===== src/periph_bus_regs.svh =====
// offsets, field positions, reset values and address decode bits for the peripheral bus block
// assumes inclusion by bare name from the design module and the bench
`ifndef PERIPH_BUS_REGS_SVH
`define PERIPH_BUS_REGS_SVH

// ----------------------------------------------------------------
// apb configuration map (byte addresses)
// ----------------------------------------------------------------
`define STRAP_CFG_OFFSET 12'h000
`define BUS_STATUS_OFFSET 12'h004
`define ADDR_STRAP_LSB 0
`define ADDR_STRAP_MSB 9
`define VEC_STRAP_LSB 16
`define VEC_STRAP_MSB 20
`define ADDR_STRAP_RESET 10'h000
`define VEC_STRAP_RESET 5'h17

// ----------------------------------------------------------------
// control_status_word fields
// ----------------------------------------------------------------
`define CSW_FAULT_BIT 15
`define CSW_FAULT_PERMIT_BIT 14
`define CSW_BUSY_BIT 11
`define CSW_FINISH_BIT 7
`define CSW_FINISH_PERMIT_BIT 6
`define CSW_WRITE_MASK 16'h4040

// ----------------------------------------------------------------
// bus address decode
// ----------------------------------------------------------------
`define PAGE_MSB 17
`define PAGE_LSB 13
`define STRAP_ADDR_MSB 12
`define STRAP_ADDR_LSB 3

`endif


===== src/periph_bus_pkg.sv =====
// types shared by the peripheral bus slave and interrupt block
// assumes the offsets and fields come from periph_bus_regs.svh
package periph_bus_pkg;

  // bus cycle type on the two cycle-type lines
  typedef enum logic [1:0] {
    CYC_IN = 2'h0,
    CYC_IN_PAUSE = 2'h1,
    CYC_OUT = 2'h2,
    CYC_OUT_BYTE = 2'h3
  } cycle_t;

  typedef enum logic [1:0] {
    SLV_IDLE,
    SLV_ACTIVE,
    SLV_RELEASE
  } slave_state_t;

  typedef enum logic [1:0] {
    MST_IDLE,
    MST_REQUEST,
    MST_OWNER
  } master_state_t;

endpackage


===== src/periph_bus_slave.sv =====
// peripheral-side bus slave: address selector, four device registers,
// two daisy-chained master circuits and an interrupt vector circuit
// assumes all bus inputs are already synchronous to pclk and active high
//
// Chosen here: the APB register port and the address map.
`timescale 1ns/10ps
`include "periph_bus_regs.svh"

// Behaviour
// (RULE_01) device registers occupy decoded bus addresses
// (RULE_02) all exchange goes through readable writable registers; here the data word and the csw permit bits are both, input is read-only, command is write-only
// (RULE_03) finish busy fault flags are read-only
// (RULE_04) write-only register reads back as zero
// (RULE_05) decode uses full 18-bit bus address
// (RULE_06) bit 0 byte select, bits 2:1 pick register
// (RULE_07) straps compare bits 12:3, fitted means zero
// (RULE_08) select only when bits 17:13 all ones
// (RULE_09) exactly one of four selects on match
// (RULE_10) take cycle type and msync, drive ssync
// (RULE_11) byte write gates and read gate by cycle
// (RULE_12) request when service wanted and permitted
// (RULE_13) grant plus free bus gives ownership
// (RULE_14) master circuit also usable for dma request
// (RULE_15) two masters plus vector circuit drive interrupt
// (RULE_16) vector bits 7:3 straps, bit 2 select
// (RULE_17) ssync answer gives vector accepted pulse
// (RULE_18) fault finish from bits 15 7, gated
// (RULE_19) both on level 4, fault sees grant first
// (RULE_20) either owner starts interrupt, bit 2 identifies
// (RULE_21) vector accepted clears the owning master
// (RULE_22) fault vector 104, finish vector 100 octal
// (RULE_23) ssync after msync, released after msync drops
module periph_bus_slave #(
  parameter int REQ_LEVEL = 4
) (
  input wire logic pclk,
  input wire logic presetn,
  input wire logic psel,
  input wire logic penable,
  input wire logic pwrite,
  input wire logic [11:0] paddr,
  input wire logic [31:0] pwdata,
  output logic pready,
  output logic [31:0] prdata,
  output logic pslverr,
  input wire logic [17:0] bus_addr,
  input wire logic [1:0] bus_cycle,
  input wire logic bus_msync,
  input wire logic bus_ssync_in,
  input wire logic [15:0] bus_data_in,
  output logic [15:0] bus_data_out,
  output logic bus_data_oe_n,
  output logic bus_ssync_out,
  output logic bus_ssync_oe_n,
  input wire logic bus_grant_in,
  output logic bus_grant_out,
  input wire logic bus_free,
  output logic bus_request,
  output logic [2:0] bus_request_level,
  output logic bus_intr,
  output logic [1:0] bus_owner,
  output logic vector_accepted,
  output logic [3:0] reg_select,
  output logic out_high,
  output logic out_low,
  output logic in_gate,
  input wire logic fault_flag,
  input wire logic finish_flag,
  input wire logic busy_flag,
  input wire logic [15:0] device_data_in,
  output logic [15:0] data_word,
  output logic [15:0] command_word
);

  // ----------------------------------------------------------------
  // declarations
  // ----------------------------------------------------------------
  logic [9:0] addr_strap_reg;
  logic [4:0] vec_strap_reg;
  logic [15:0] csw_permit_reg;
  logic [15:0] csw_view;
  logic [15:0] read_word;
  logic addr_match;
  logic [3:0] sel_next;
  periph_bus_pkg::slave_state_t slv_state_reg;
  periph_bus_pkg::cycle_t cyc;
  logic wr_hi_next;
  logic wr_lo_next;
  logic rd_next;
  periph_bus_pkg::master_state_t mst_state_reg [2];
  logic [1:0] want;
  logic [1:0] pend_reg;
  logic [1:0] cond_prev_reg;
  logic [1:0] grant_chain;
  logic [1:0] req_now;
  logic [1:0] owner;
  logic ssync_in_prev_reg;
  logic accept_pulse;

  // one-hot register select from the two word-address bits
  function automatic logic [3:0] decode_select(input logic [1:0] idx);
    decode_select = 4'h1 << idx;
  endfunction

  // merges a bus write into a stored word under the byte gates
  function automatic logic [15:0] merge_bytes(input logic [15:0] old, input logic [15:0] din,
                                              input logic hi, input logic lo);
    merge_bytes = {hi ? din[15:8] : old[15:8], lo ? din[7:0] : old[7:0]};
  endfunction

  // ----------------------------------------------------------------
  // address selector
  // ----------------------------------------------------------------
  always_comb
  begin
    cyc = periph_bus_pkg::cycle_t'(bus_cycle);
    // see RULE_05 see RULE_07 see RULE_08
    addr_match = (&bus_addr[`PAGE_MSB:`PAGE_LSB])
      && (bus_addr[`STRAP_ADDR_MSB:`STRAP_ADDR_LSB] == ~addr_strap_reg);
    sel_next = addr_match ? decode_select(bus_addr[2:1]) : 4'h0; // see RULE_06 see RULE_09
    // see RULE_11
    wr_hi_next = (cyc == periph_bus_pkg::CYC_OUT)
      || ((cyc == periph_bus_pkg::CYC_OUT_BYTE) && bus_addr[0]);
    wr_lo_next = (cyc == periph_bus_pkg::CYC_OUT)
      || ((cyc == periph_bus_pkg::CYC_OUT_BYTE) && !bus_addr[0]);
    rd_next = (cyc == periph_bus_pkg::CYC_IN) || (cyc == periph_bus_pkg::CYC_IN_PAUSE);
  end

  // flags come straight from device logic, so software cannot set them
  always_comb
  begin
    csw_view = csw_permit_reg;
    csw_view[`CSW_FAULT_BIT] = fault_flag; // see RULE_03
    csw_view[`CSW_FINISH_BIT] = finish_flag;
    csw_view[`CSW_BUSY_BIT] = busy_flag;
  end

  always_comb
  begin
    unique case (bus_addr[2:1])
      2'h0: read_word = csw_view;
      2'h1: read_word = data_word; // see RULE_02
      2'h2: read_word = device_data_in;
      2'h3: read_word = 16'h0000; // see RULE_04
    endcase
  end

  // ----------------------------------------------------------------
  // slave handshake
  // ----------------------------------------------------------------
  // active waits for msync to drop before leaving, so a held strobe is served once
  always_ff @(posedge pclk or negedge presetn)
  begin
    if (!presetn)
    begin
      slv_state_reg <= periph_bus_pkg::SLV_IDLE;
      reg_select <= 4'h0;
      out_high <= 1'b0;
      out_low <= 1'b0;
      in_gate <= 1'b0;
      bus_ssync_out <= 1'b0;
      bus_ssync_oe_n <= 1'b1;
      bus_data_out <= 16'h0000;
      bus_data_oe_n <= 1'b1;
    end
    else
    begin
      unique case (slv_state_reg)
        periph_bus_pkg::SLV_IDLE:
        begin
          if (bus_msync && addr_match)
          begin
            slv_state_reg <= periph_bus_pkg::SLV_ACTIVE;
            reg_select <= sel_next; // see RULE_01
            out_high <= wr_hi_next;
            out_low <= wr_lo_next;
            in_gate <= rd_next;
            bus_ssync_out <= 1'b1; // see RULE_10 see RULE_23
            bus_ssync_oe_n <= 1'b0;
            bus_data_out <= rd_next ? read_word : 16'h0000;
            bus_data_oe_n <= !rd_next;
          end
        end
        periph_bus_pkg::SLV_ACTIVE:
        begin
          if (!bus_msync)
          begin
            slv_state_reg <= periph_bus_pkg::SLV_RELEASE;
            bus_ssync_out <= 1'b0; // see RULE_23
            bus_ssync_oe_n <= 1'b1;
            bus_data_oe_n <= 1'b1;
            bus_data_out <= 16'h0000;
            reg_select <= 4'h0;
            out_high <= 1'b0;
            out_low <= 1'b0;
            in_gate <= 1'b0;
          end
        end
        periph_bus_pkg::SLV_RELEASE:
        begin
          slv_state_reg <= periph_bus_pkg::SLV_IDLE;
        end
        default:
        begin
          slv_state_reg <= periph_bus_pkg::SLV_IDLE;
        end
      endcase
    end
  end

  // ----------------------------------------------------------------
  // device registers, written on the accepting edge
  // ----------------------------------------------------------------
  logic bus_write;
  assign bus_write = (slv_state_reg == periph_bus_pkg::SLV_IDLE) && bus_msync && addr_match
    && (wr_hi_next || wr_lo_next);

  always_ff @(posedge pclk or negedge presetn)
  begin
    if (!presetn)
    begin
      csw_permit_reg <= 16'h0000;
      data_word <= 16'h0000;
      command_word <= 16'h0000;
    end
    else if (bus_write)
    begin
      unique case (bus_addr[2:1])
        2'h0: csw_permit_reg <= merge_bytes(csw_permit_reg, bus_data_in, wr_hi_next,
                                            wr_lo_next) & `CSW_WRITE_MASK; // see RULE_03
        2'h1: data_word <= merge_bytes(data_word, bus_data_in, wr_hi_next, wr_lo_next);
        2'h2: ; // input register ignores writes
        2'h3: command_word <= merge_bytes(command_word, bus_data_in, wr_hi_next, wr_lo_next);
      endcase
    end
  end

  // ----------------------------------------------------------------
  // interrupt sources and master circuits
  // ----------------------------------------------------------------
  // index 0 is fault, index 1 is finish; a rising gated condition arms
  // a pending bit so a level that stays high asks only once
  logic [1:0] cond_now;
  assign cond_now = {finish_flag && csw_permit_reg[`CSW_FINISH_PERMIT_BIT],
                     fault_flag && csw_permit_reg[`CSW_FAULT_PERMIT_BIT]}; // see RULE_18

  always_ff @(posedge pclk or negedge presetn)
  begin
    if (!presetn)
    begin
      cond_prev_reg <= 2'h0;
      pend_reg <= 2'h0;
    end
    else
    begin
      cond_prev_reg <= cond_now;
      // a fresh condition wins over the clear in the same cycle
      pend_reg <= (pend_reg & ~(owner & {2{accept_pulse}})) | (cond_now & ~cond_prev_reg);
    end
  end

  assign want = pend_reg & cond_now;
  // grant enters fault first, passes to finish when fault is not asking
  assign grant_chain = {bus_grant_in && !req_now[0], bus_grant_in}; // see RULE_19

  genvar g;
  generate
    for (g = 0; g < 2; g++)
    begin : gen_master
      // generic master: the same logic serves a dma request line
      assign req_now[g] = (mst_state_reg[g] == periph_bus_pkg::MST_REQUEST); // see RULE_14
      assign owner[g] = (mst_state_reg[g] == periph_bus_pkg::MST_OWNER);
      always_ff @(posedge pclk or negedge presetn)
      begin
        if (!presetn)
        begin
          mst_state_reg[g] <= periph_bus_pkg::MST_IDLE;
        end
        else
        begin
          unique case (mst_state_reg[g])
            periph_bus_pkg::MST_IDLE:
            begin
              if (want[g])
              begin
                mst_state_reg[g] <= periph_bus_pkg::MST_REQUEST; // see RULE_12
              end
            end
            periph_bus_pkg::MST_REQUEST:
            begin
              if (!want[g])
              begin
                mst_state_reg[g] <= periph_bus_pkg::MST_IDLE;
              end
              else if (grant_chain[g] && bus_free && !owner[1 - g])
              begin
                mst_state_reg[g] <= periph_bus_pkg::MST_OWNER; // see RULE_13
              end
            end
            periph_bus_pkg::MST_OWNER:
            begin
              if (accept_pulse)
              begin
                mst_state_reg[g] <= periph_bus_pkg::MST_IDLE; // see RULE_21
              end
            end
            default:
            begin
              mst_state_reg[g] <= periph_bus_pkg::MST_IDLE;
            end
          endcase
        end
      end
    end
  endgenerate

  // ----------------------------------------------------------------
  // vector circuit
  // ----------------------------------------------------------------
  assign accept_pulse = (|owner) && bus_ssync_in && !ssync_in_prev_reg; // see RULE_17

  always_ff @(posedge pclk or negedge presetn)
  begin
    if (!presetn)
    begin
      ssync_in_prev_reg <= 1'b0;
      vector_accepted <= 1'b0;
      bus_intr <= 1'b0;
      bus_owner <= 2'h0;
      bus_request <= 1'b0;
      bus_request_level <= 3'h0;
      bus_grant_out <= 1'b0;
    end
    else
    begin
      ssync_in_prev_reg <= bus_ssync_in;
      vector_accepted <= accept_pulse;
      bus_intr <= (|owner) && !accept_pulse; // see RULE_15 see RULE_20
      bus_owner <= owner;
      bus_request <= |want && !(|owner);
      bus_request_level <= 3'(REQ_LEVEL); // see RULE_19
      bus_grant_out <= bus_grant_in && !(|req_now) && !(|owner);
    end
  end

  // interrupt vector is only read back in the apb status word, never driven onto the data lines
  logic [7:0] vector_value;
  // fitted strap forces zero; bit 2 names the fault master
  assign vector_value = {~vec_strap_reg, owner[0], 2'h0}; // see RULE_16 see RULE_22

  // ----------------------------------------------------------------
  // apb configuration slave, one wait state
  // ----------------------------------------------------------------
  always_ff @(posedge pclk or negedge presetn)
  begin
    if (!presetn)
    begin
      pready <= 1'b0;
      prdata <= 32'h0000_0000;
      pslverr <= 1'b0;
      addr_strap_reg <= `ADDR_STRAP_RESET;
      vec_strap_reg <= `VEC_STRAP_RESET;
    end
    else
    begin
      pready <= psel && penable && !pready;
      pslverr <= 1'b0;
      prdata <= 32'h0000_0000;
      if (psel && penable && !pready)
      begin
        unique case (paddr)
          `STRAP_CFG_OFFSET:
          begin
            prdata <= {11'h000, vec_strap_reg, 6'h00, addr_strap_reg};
          end
          `BUS_STATUS_OFFSET:
          begin
            prdata <= {vector_value, 2'h0, owner, 2'h0, req_now, csw_view};
          end
          default:
          begin
            pslverr <= 1'b1;
          end
        endcase
      end
      // write lands only on the edge that completes the transfer
      if (psel && penable && pready && pwrite && (paddr == `STRAP_CFG_OFFSET))
      begin
        addr_strap_reg <= pwdata[`ADDR_STRAP_MSB:`ADDR_STRAP_LSB];
        vec_strap_reg <= pwdata[`VEC_STRAP_MSB:`VEC_STRAP_LSB];
      end
    end
  end

  // ----------------------------------------------------------------
  // assertions
  // ----------------------------------------------------------------
  a_select_onehot: assert property (@(posedge pclk) disable iff (!presetn) // see RULE_09
    (reg_select != 4'h0) |-> $onehot(reg_select))
    else $error("register select not one-hot");

  a_select_page: assert property (@(posedge pclk) disable iff (!presetn) // see RULE_08
    $rose(bus_ssync_out) |-> $past(&bus_addr[17:13]))
    else $error("select outside peripheral page");

  a_ssync_answer: assert property (@(posedge pclk) disable iff (!presetn) // see RULE_23
    (slv_state_reg == periph_bus_pkg::SLV_IDLE && bus_msync && addr_match) |=> bus_ssync_out)
    else $error("slave sync did not follow master sync");

  a_ssync_release: assert property (@(posedge pclk) disable iff (!presetn) // see RULE_23
    (bus_ssync_out && !bus_msync) |=> !bus_ssync_out)
    else $error("slave sync held after master sync fell");

  a_byte_gates: assert property (@(posedge pclk) disable iff (!presetn) // see RULE_11
    $rose(bus_ssync_out) |-> (out_high == ($past(bus_cycle) == 2'h2
      || ($past(bus_cycle) == 2'h3 && $past(bus_addr[0])))) && (in_gate == !$past(bus_cycle[1])))
    else $error("byte gate mismatch");

  a_wo_reads_zero: assert property (@(posedge pclk) disable iff (!presetn) // see RULE_04
    (in_gate && reg_select == 4'h8) |-> bus_data_out == 16'h0000)
    else $error("write-only register read nonzero");

  a_fault_first: assert property (@(posedge pclk) disable iff (!presetn) // see RULE_19
    (req_now[0] && req_now[1] && bus_grant_in && bus_free && owner == 2'h0)
      |=> owner == 2'h1)
    else $error("finish won over fault");

  a_intr_vector: assert property (@(posedge pclk) disable iff (!presetn) // see RULE_16
    owner[0] |-> vector_value[2] && vector_value[7:3] == ~vec_strap_reg)
    else $error("vector bits wrong");

  a_accept_clears: assert property (@(posedge pclk) disable iff (!presetn) // see RULE_21
    accept_pulse |=> vector_accepted && owner == 2'h0 ##1 !bus_intr)
    else $error("ownership kept after vector accepted");

  a_intr_follows: assert property (@(posedge pclk) disable iff (!presetn) // see RULE_20
    (|owner && !accept_pulse) |=> bus_intr)
    else $error("interrupt not raised for owner");

  a_flag_readonly: assert property (@(posedge pclk) disable iff (!presetn) // see RULE_03
    1'b1 |-> csw_permit_reg[15] == 1'b0 && csw_permit_reg[7] == 1'b0)
    else $error("status flag stored from write");

  c_bus_write: cover property (@(posedge pclk) disable iff (!presetn)
    bus_write ##[1:4] !bus_ssync_out);
  c_fault_irq: cover property (@(posedge pclk) disable iff (!presetn)
    owner[0] ##[1:20] vector_accepted);
  c_finish_irq: cover property (@(posedge pclk) disable iff (!presetn)
    owner[1] ##[1:20] vector_accepted);
  c_apb_err: cover property (@(posedge pclk) disable iff (!presetn) pready && pslverr);

endmodule


===== config.mk =====
export PLATFORM = sky130hd
export DESIGN_NAME = periph_bus_slave
export DESIGN_NICKNAME = d
export VERILOG_FILES = /design/src/periph_bus_pkg.sv /design/src/periph_bus_slave.sv
export VERILOG_INCLUDE_DIRS = /design/src /design/src/src
export SDC_FILE = /design/constraint.sdc
export NUM_CORES = 1
export LEC_CHECK = 0
export BUFFER_PORTS_ARGS = -buffer_cell sky130_fd_sc_hd__buf_2
export CORE_ASPECT_RATIO = 0.8
export CORE_UTILIZATION = 48
export DETAILED_ROUTE_END_ITERATION = 8
export GPL_ROUTABILITY_DRIVEN = 0
export GPL_TIMING_DRIVEN = 0
export PLACE_DENSITY = 0.84
export SYNTH_ARGS = -nofsm -noshare
export SYNTH_HDL_FRONTEND = slang
export SYNTH_SLANG_ARGS = --single-unit

===== constraint.sdc =====
create_clock -name pclk -period 2.5 [get_ports pclk]
set_input_delay 0.5 -clock pclk [delete_from_list [all_inputs] [get_ports pclk]]
set_output_delay 0.5 -clock pclk [all_outputs]
set_load 0.02 [all_outputs]

==> summary.txt <==
Synth
  – Post-synth EDFFs: 0
  – Commonest cells in the synthesized netlist: dfrtp_1 (114), mux2_2 (51), nand2_1 (40), mux2i_1 (25), and2_1 (23)
  – Post-synth top area share: 55.90%
  – Yosys Warn Count: 0
  – Synthesized cell area: 0.005104 sq mm
  – Syn Area/Cell: 12.82 sq um
  – Cell taking the most area after synthesis: dfrtp_1
  – Most frequent cell after synthesis: dfrtp_1
  – Main synth FF type: dfrtp_1
  – Fraction of registers with async set/reset: 100.0%
  – Cells after Synth: 398
  – Flops & latches, synth: 120
  – Seq/Total Area, Yosys: 58.99%
  – Unique cell type count in the Yosys netlist: 38
  – Synth top area cells: dfrtp_1 (56%), mux2_2 (11%), mux2i_1 (4.9%)

Clock tree
  – CTS sink cnt: 120
  – CTS tree: done
  – Clk pin slew, worst setup/hold paths: 0.06 ns
  – H-tree levels: 4
  – Clk_lat worst skew: 0.40 ns
  – Hold Buf Count CTS: 1
  – Root buffer cell: clkbuf_16
  – Postcts setup bufs: 0
  – CTS max path bufs: 2
  – CTS resizes: 0
  – TritonCTS Buffers: 17

Run
  – Number of max-cap violations: 0

Global routing
  – Met1 Usage GRT: 30.73%
  – Total congestion overflow: 0
  – GRT busiest layer: met2
  – Met3 usage: 5.742%
  – Largest net degree at the start of global routing: 97
  – Vias in the first global route: 3,925
  – Initial antenna violation count: 0
  – GRT Util Overall: 24.43%
  – Met2 Track Usage GR: 41.67%
  – First-pass GRT wire length: 19,800 um

Die
  – Chip Height: 94.23 um
  – DIE WIDTH: 117.3 um
  – IO Pins: 209
  – Core area: 0.01028 sq mm
  – Total die area: 0.01105 sq mm
  – Row Count: 33
  – Initial core utilization: 49.64%

Place
  – Port Buffers: 182
  – Pre-CTS setup slack: -0.03304 ns
  – Placed inst area: 0.006254 sq mm
  – DP HPWL: 9663 um

Detailed routing
  – Number of iterations in the first detailed-routing pass: 4
  – DRT iter0 DRCs: 198
  – Via/cell ratio: 4.984
  – WL final: 12,850 um
  – Post-route DRC: 0
  – Routed len/inst: 16.86 um
  – Routed Antenna Nets: 0
  – Vias: 3,798

Cells and area
  – Fin nets: 717
  – Layout cell share with drive strength beyond 1: 46.95%
  – Final core occ: 66.31%
  – Diodes inserted: 0
  – Filler cell count: 791
  – Max reg flops: 25
  – Layout area overhead: 33.59%
  – Finished Cell Area: 0.006818 sq mm
  – Biggest register: prdata

Setup path
  – Setup crit end kind: register
  – Reg-to-Reg Start: addr_strap_reg[0]$_DFFE_PN0P_
  – Worst R2R Path Depth: 4
  – Critical Path AT: 2.46 ns
  – Required time of the critical path: 2.78 ns
  – Kind of critical path: register to register
  – Slowest-stage cell, CP: nor4_4
  – CP bufs+invs: 0
  – Reg2reg setup slack: 0.32 ns
  – Setup crit start kind: register
  – CP cell instances: xor2_1 > nand4_4 > nor4_4 > mux2_2
  – Crit-path max FO: 8
  – R2R Path End: command_word[9]$_DFFE_PN0P_
  – Critical path's top delay family: simple AND/OR/NAND/NOR gates
  – CP startpoint: addr_strap_reg[0]$_DFFE_PN0P_
  – Max stage delay on crit path: 0.70 ns

Power and ir drop
  – VDD IR max: 0.5052 mV
  – Pleak: 0.003751 uW
  – Pwr dens: 649.4 mW/mm^2

Timing
  – Worst Clk Skew: 0.007403 ns
  – TNS Setup: 0 ns
  – RSZ-0062 raised after global routing: false
  – Fmax: 459.4 MHz
  – Final setup vio count: 0
  – Slew Limit Fails: 0
  – Worst-Margin Slew: 0.7780 ns
  – WHS: 0.2400 ns
  – Crit share post-route: 87.07%
  – Worst slew margin: 47.73%
  – Worst Setup Slack, final: 0.3233 ns
  – Final hold vios: 0
  – Min Tclk post-route: 2.177 ns

Min path
  – Hold Crit Depth: 1
  – End of the worst hold path: ssync_in_prev_reg$_DFF_PN0_
  – Hold Crit Class: input pin to register
  – Hold Crit Start: bus_ssync_in

Status
  – Status: completed
worst max path at each step:
stage / endpoint / slack [ns] / depth (start not counted)
6_report: command_word[9]$_DFFE_PN0P_ / 0.32 / 4
5_1_grt: command_word[15]$_DFFE_PN0P_ / 0.17 / 4
4_1_cts: command_word[0]$_DFFE_PN0P_ / 0.26 / 4
3_5_place_dp: addr_strap_reg[6]$_DFFE_PN0P_ / -0.03 / 6
3_3_place_gp: bus_data_out[10]$_DFFE_PN0P_ / -0.46 / 1
2_1_floorplan: addr_strap_reg[5]$_DFFE_PN0P_ / 0.48 / 5
through the flow:
| step | instances | power, uW |
|---|---|---|
| global route | 762 | 4561 |
| global placement | 728 | 2200 |
| floorplan | 406 | 2072 |
| finish | 762 | 4428 |
| detailed placement | 729 | 2214 |
| CTS | 762 | 4460 |
metal layers:
metal / vias to the layer above / part of all wire [%]
li1: 1776 / -
met1: 1911 / 43
met2: 99 / 51
met3: 12 / 4.3
met4: 0 / 1.0
met5: - / 0
where the power goes:
group | switching [uW] | internal [uW] | leakage (uW) | total, uW
logic | 136 | 94.4 | 0.00184 | 230
clock network | 809 | 1440 | 0.000266 | 2250
registers | 1.97 | 1950 | 0.00165 | 1950
final cells by class:
cell class	count	area, sq um	share of cell area (%)
clock inverters	8	72.57	1.064
repair buffers	184	954.7	14.00
plain buffers	23	131.4	1.927
well taps	140	175.2	2.569
multi-input cells	253	1954	28.67
inverters	10	37.54	0.5506
clock buffers	24	481.7	7.066
flip-flops and latches	120	3010	44.15
kinds of logic after synthesis:
family	count (synthesis)	share of synthesized area (%)
AO/OA/AOI/OAI	34	4.904
XOR/XNOR	12	2.059
multiplexers	78	16.60
flip-flops	120	58.99
AND/OR/NAND/NOR	119	14.00
buffers and inverters	33	3.310
other	2	0.1471
layout by cell type (no fill, tap or decap), types with 10 or more instances in the layout:
cell type / count
a22o_1: 14
and2_1: 23
buf_2: 184
buf_4: 11
clkbuf_1: 13
clkbuf_16: 17
conb_1: 10
dfrtp_1: 114
inv_1: 10
mux2_2: 51
mux2i_1: 25
nand2_1: 40
nor2_1: 16
o21ai_0: 10
xor2_1: 10
No activity file was read; power rests on OpenSTA's default activity.
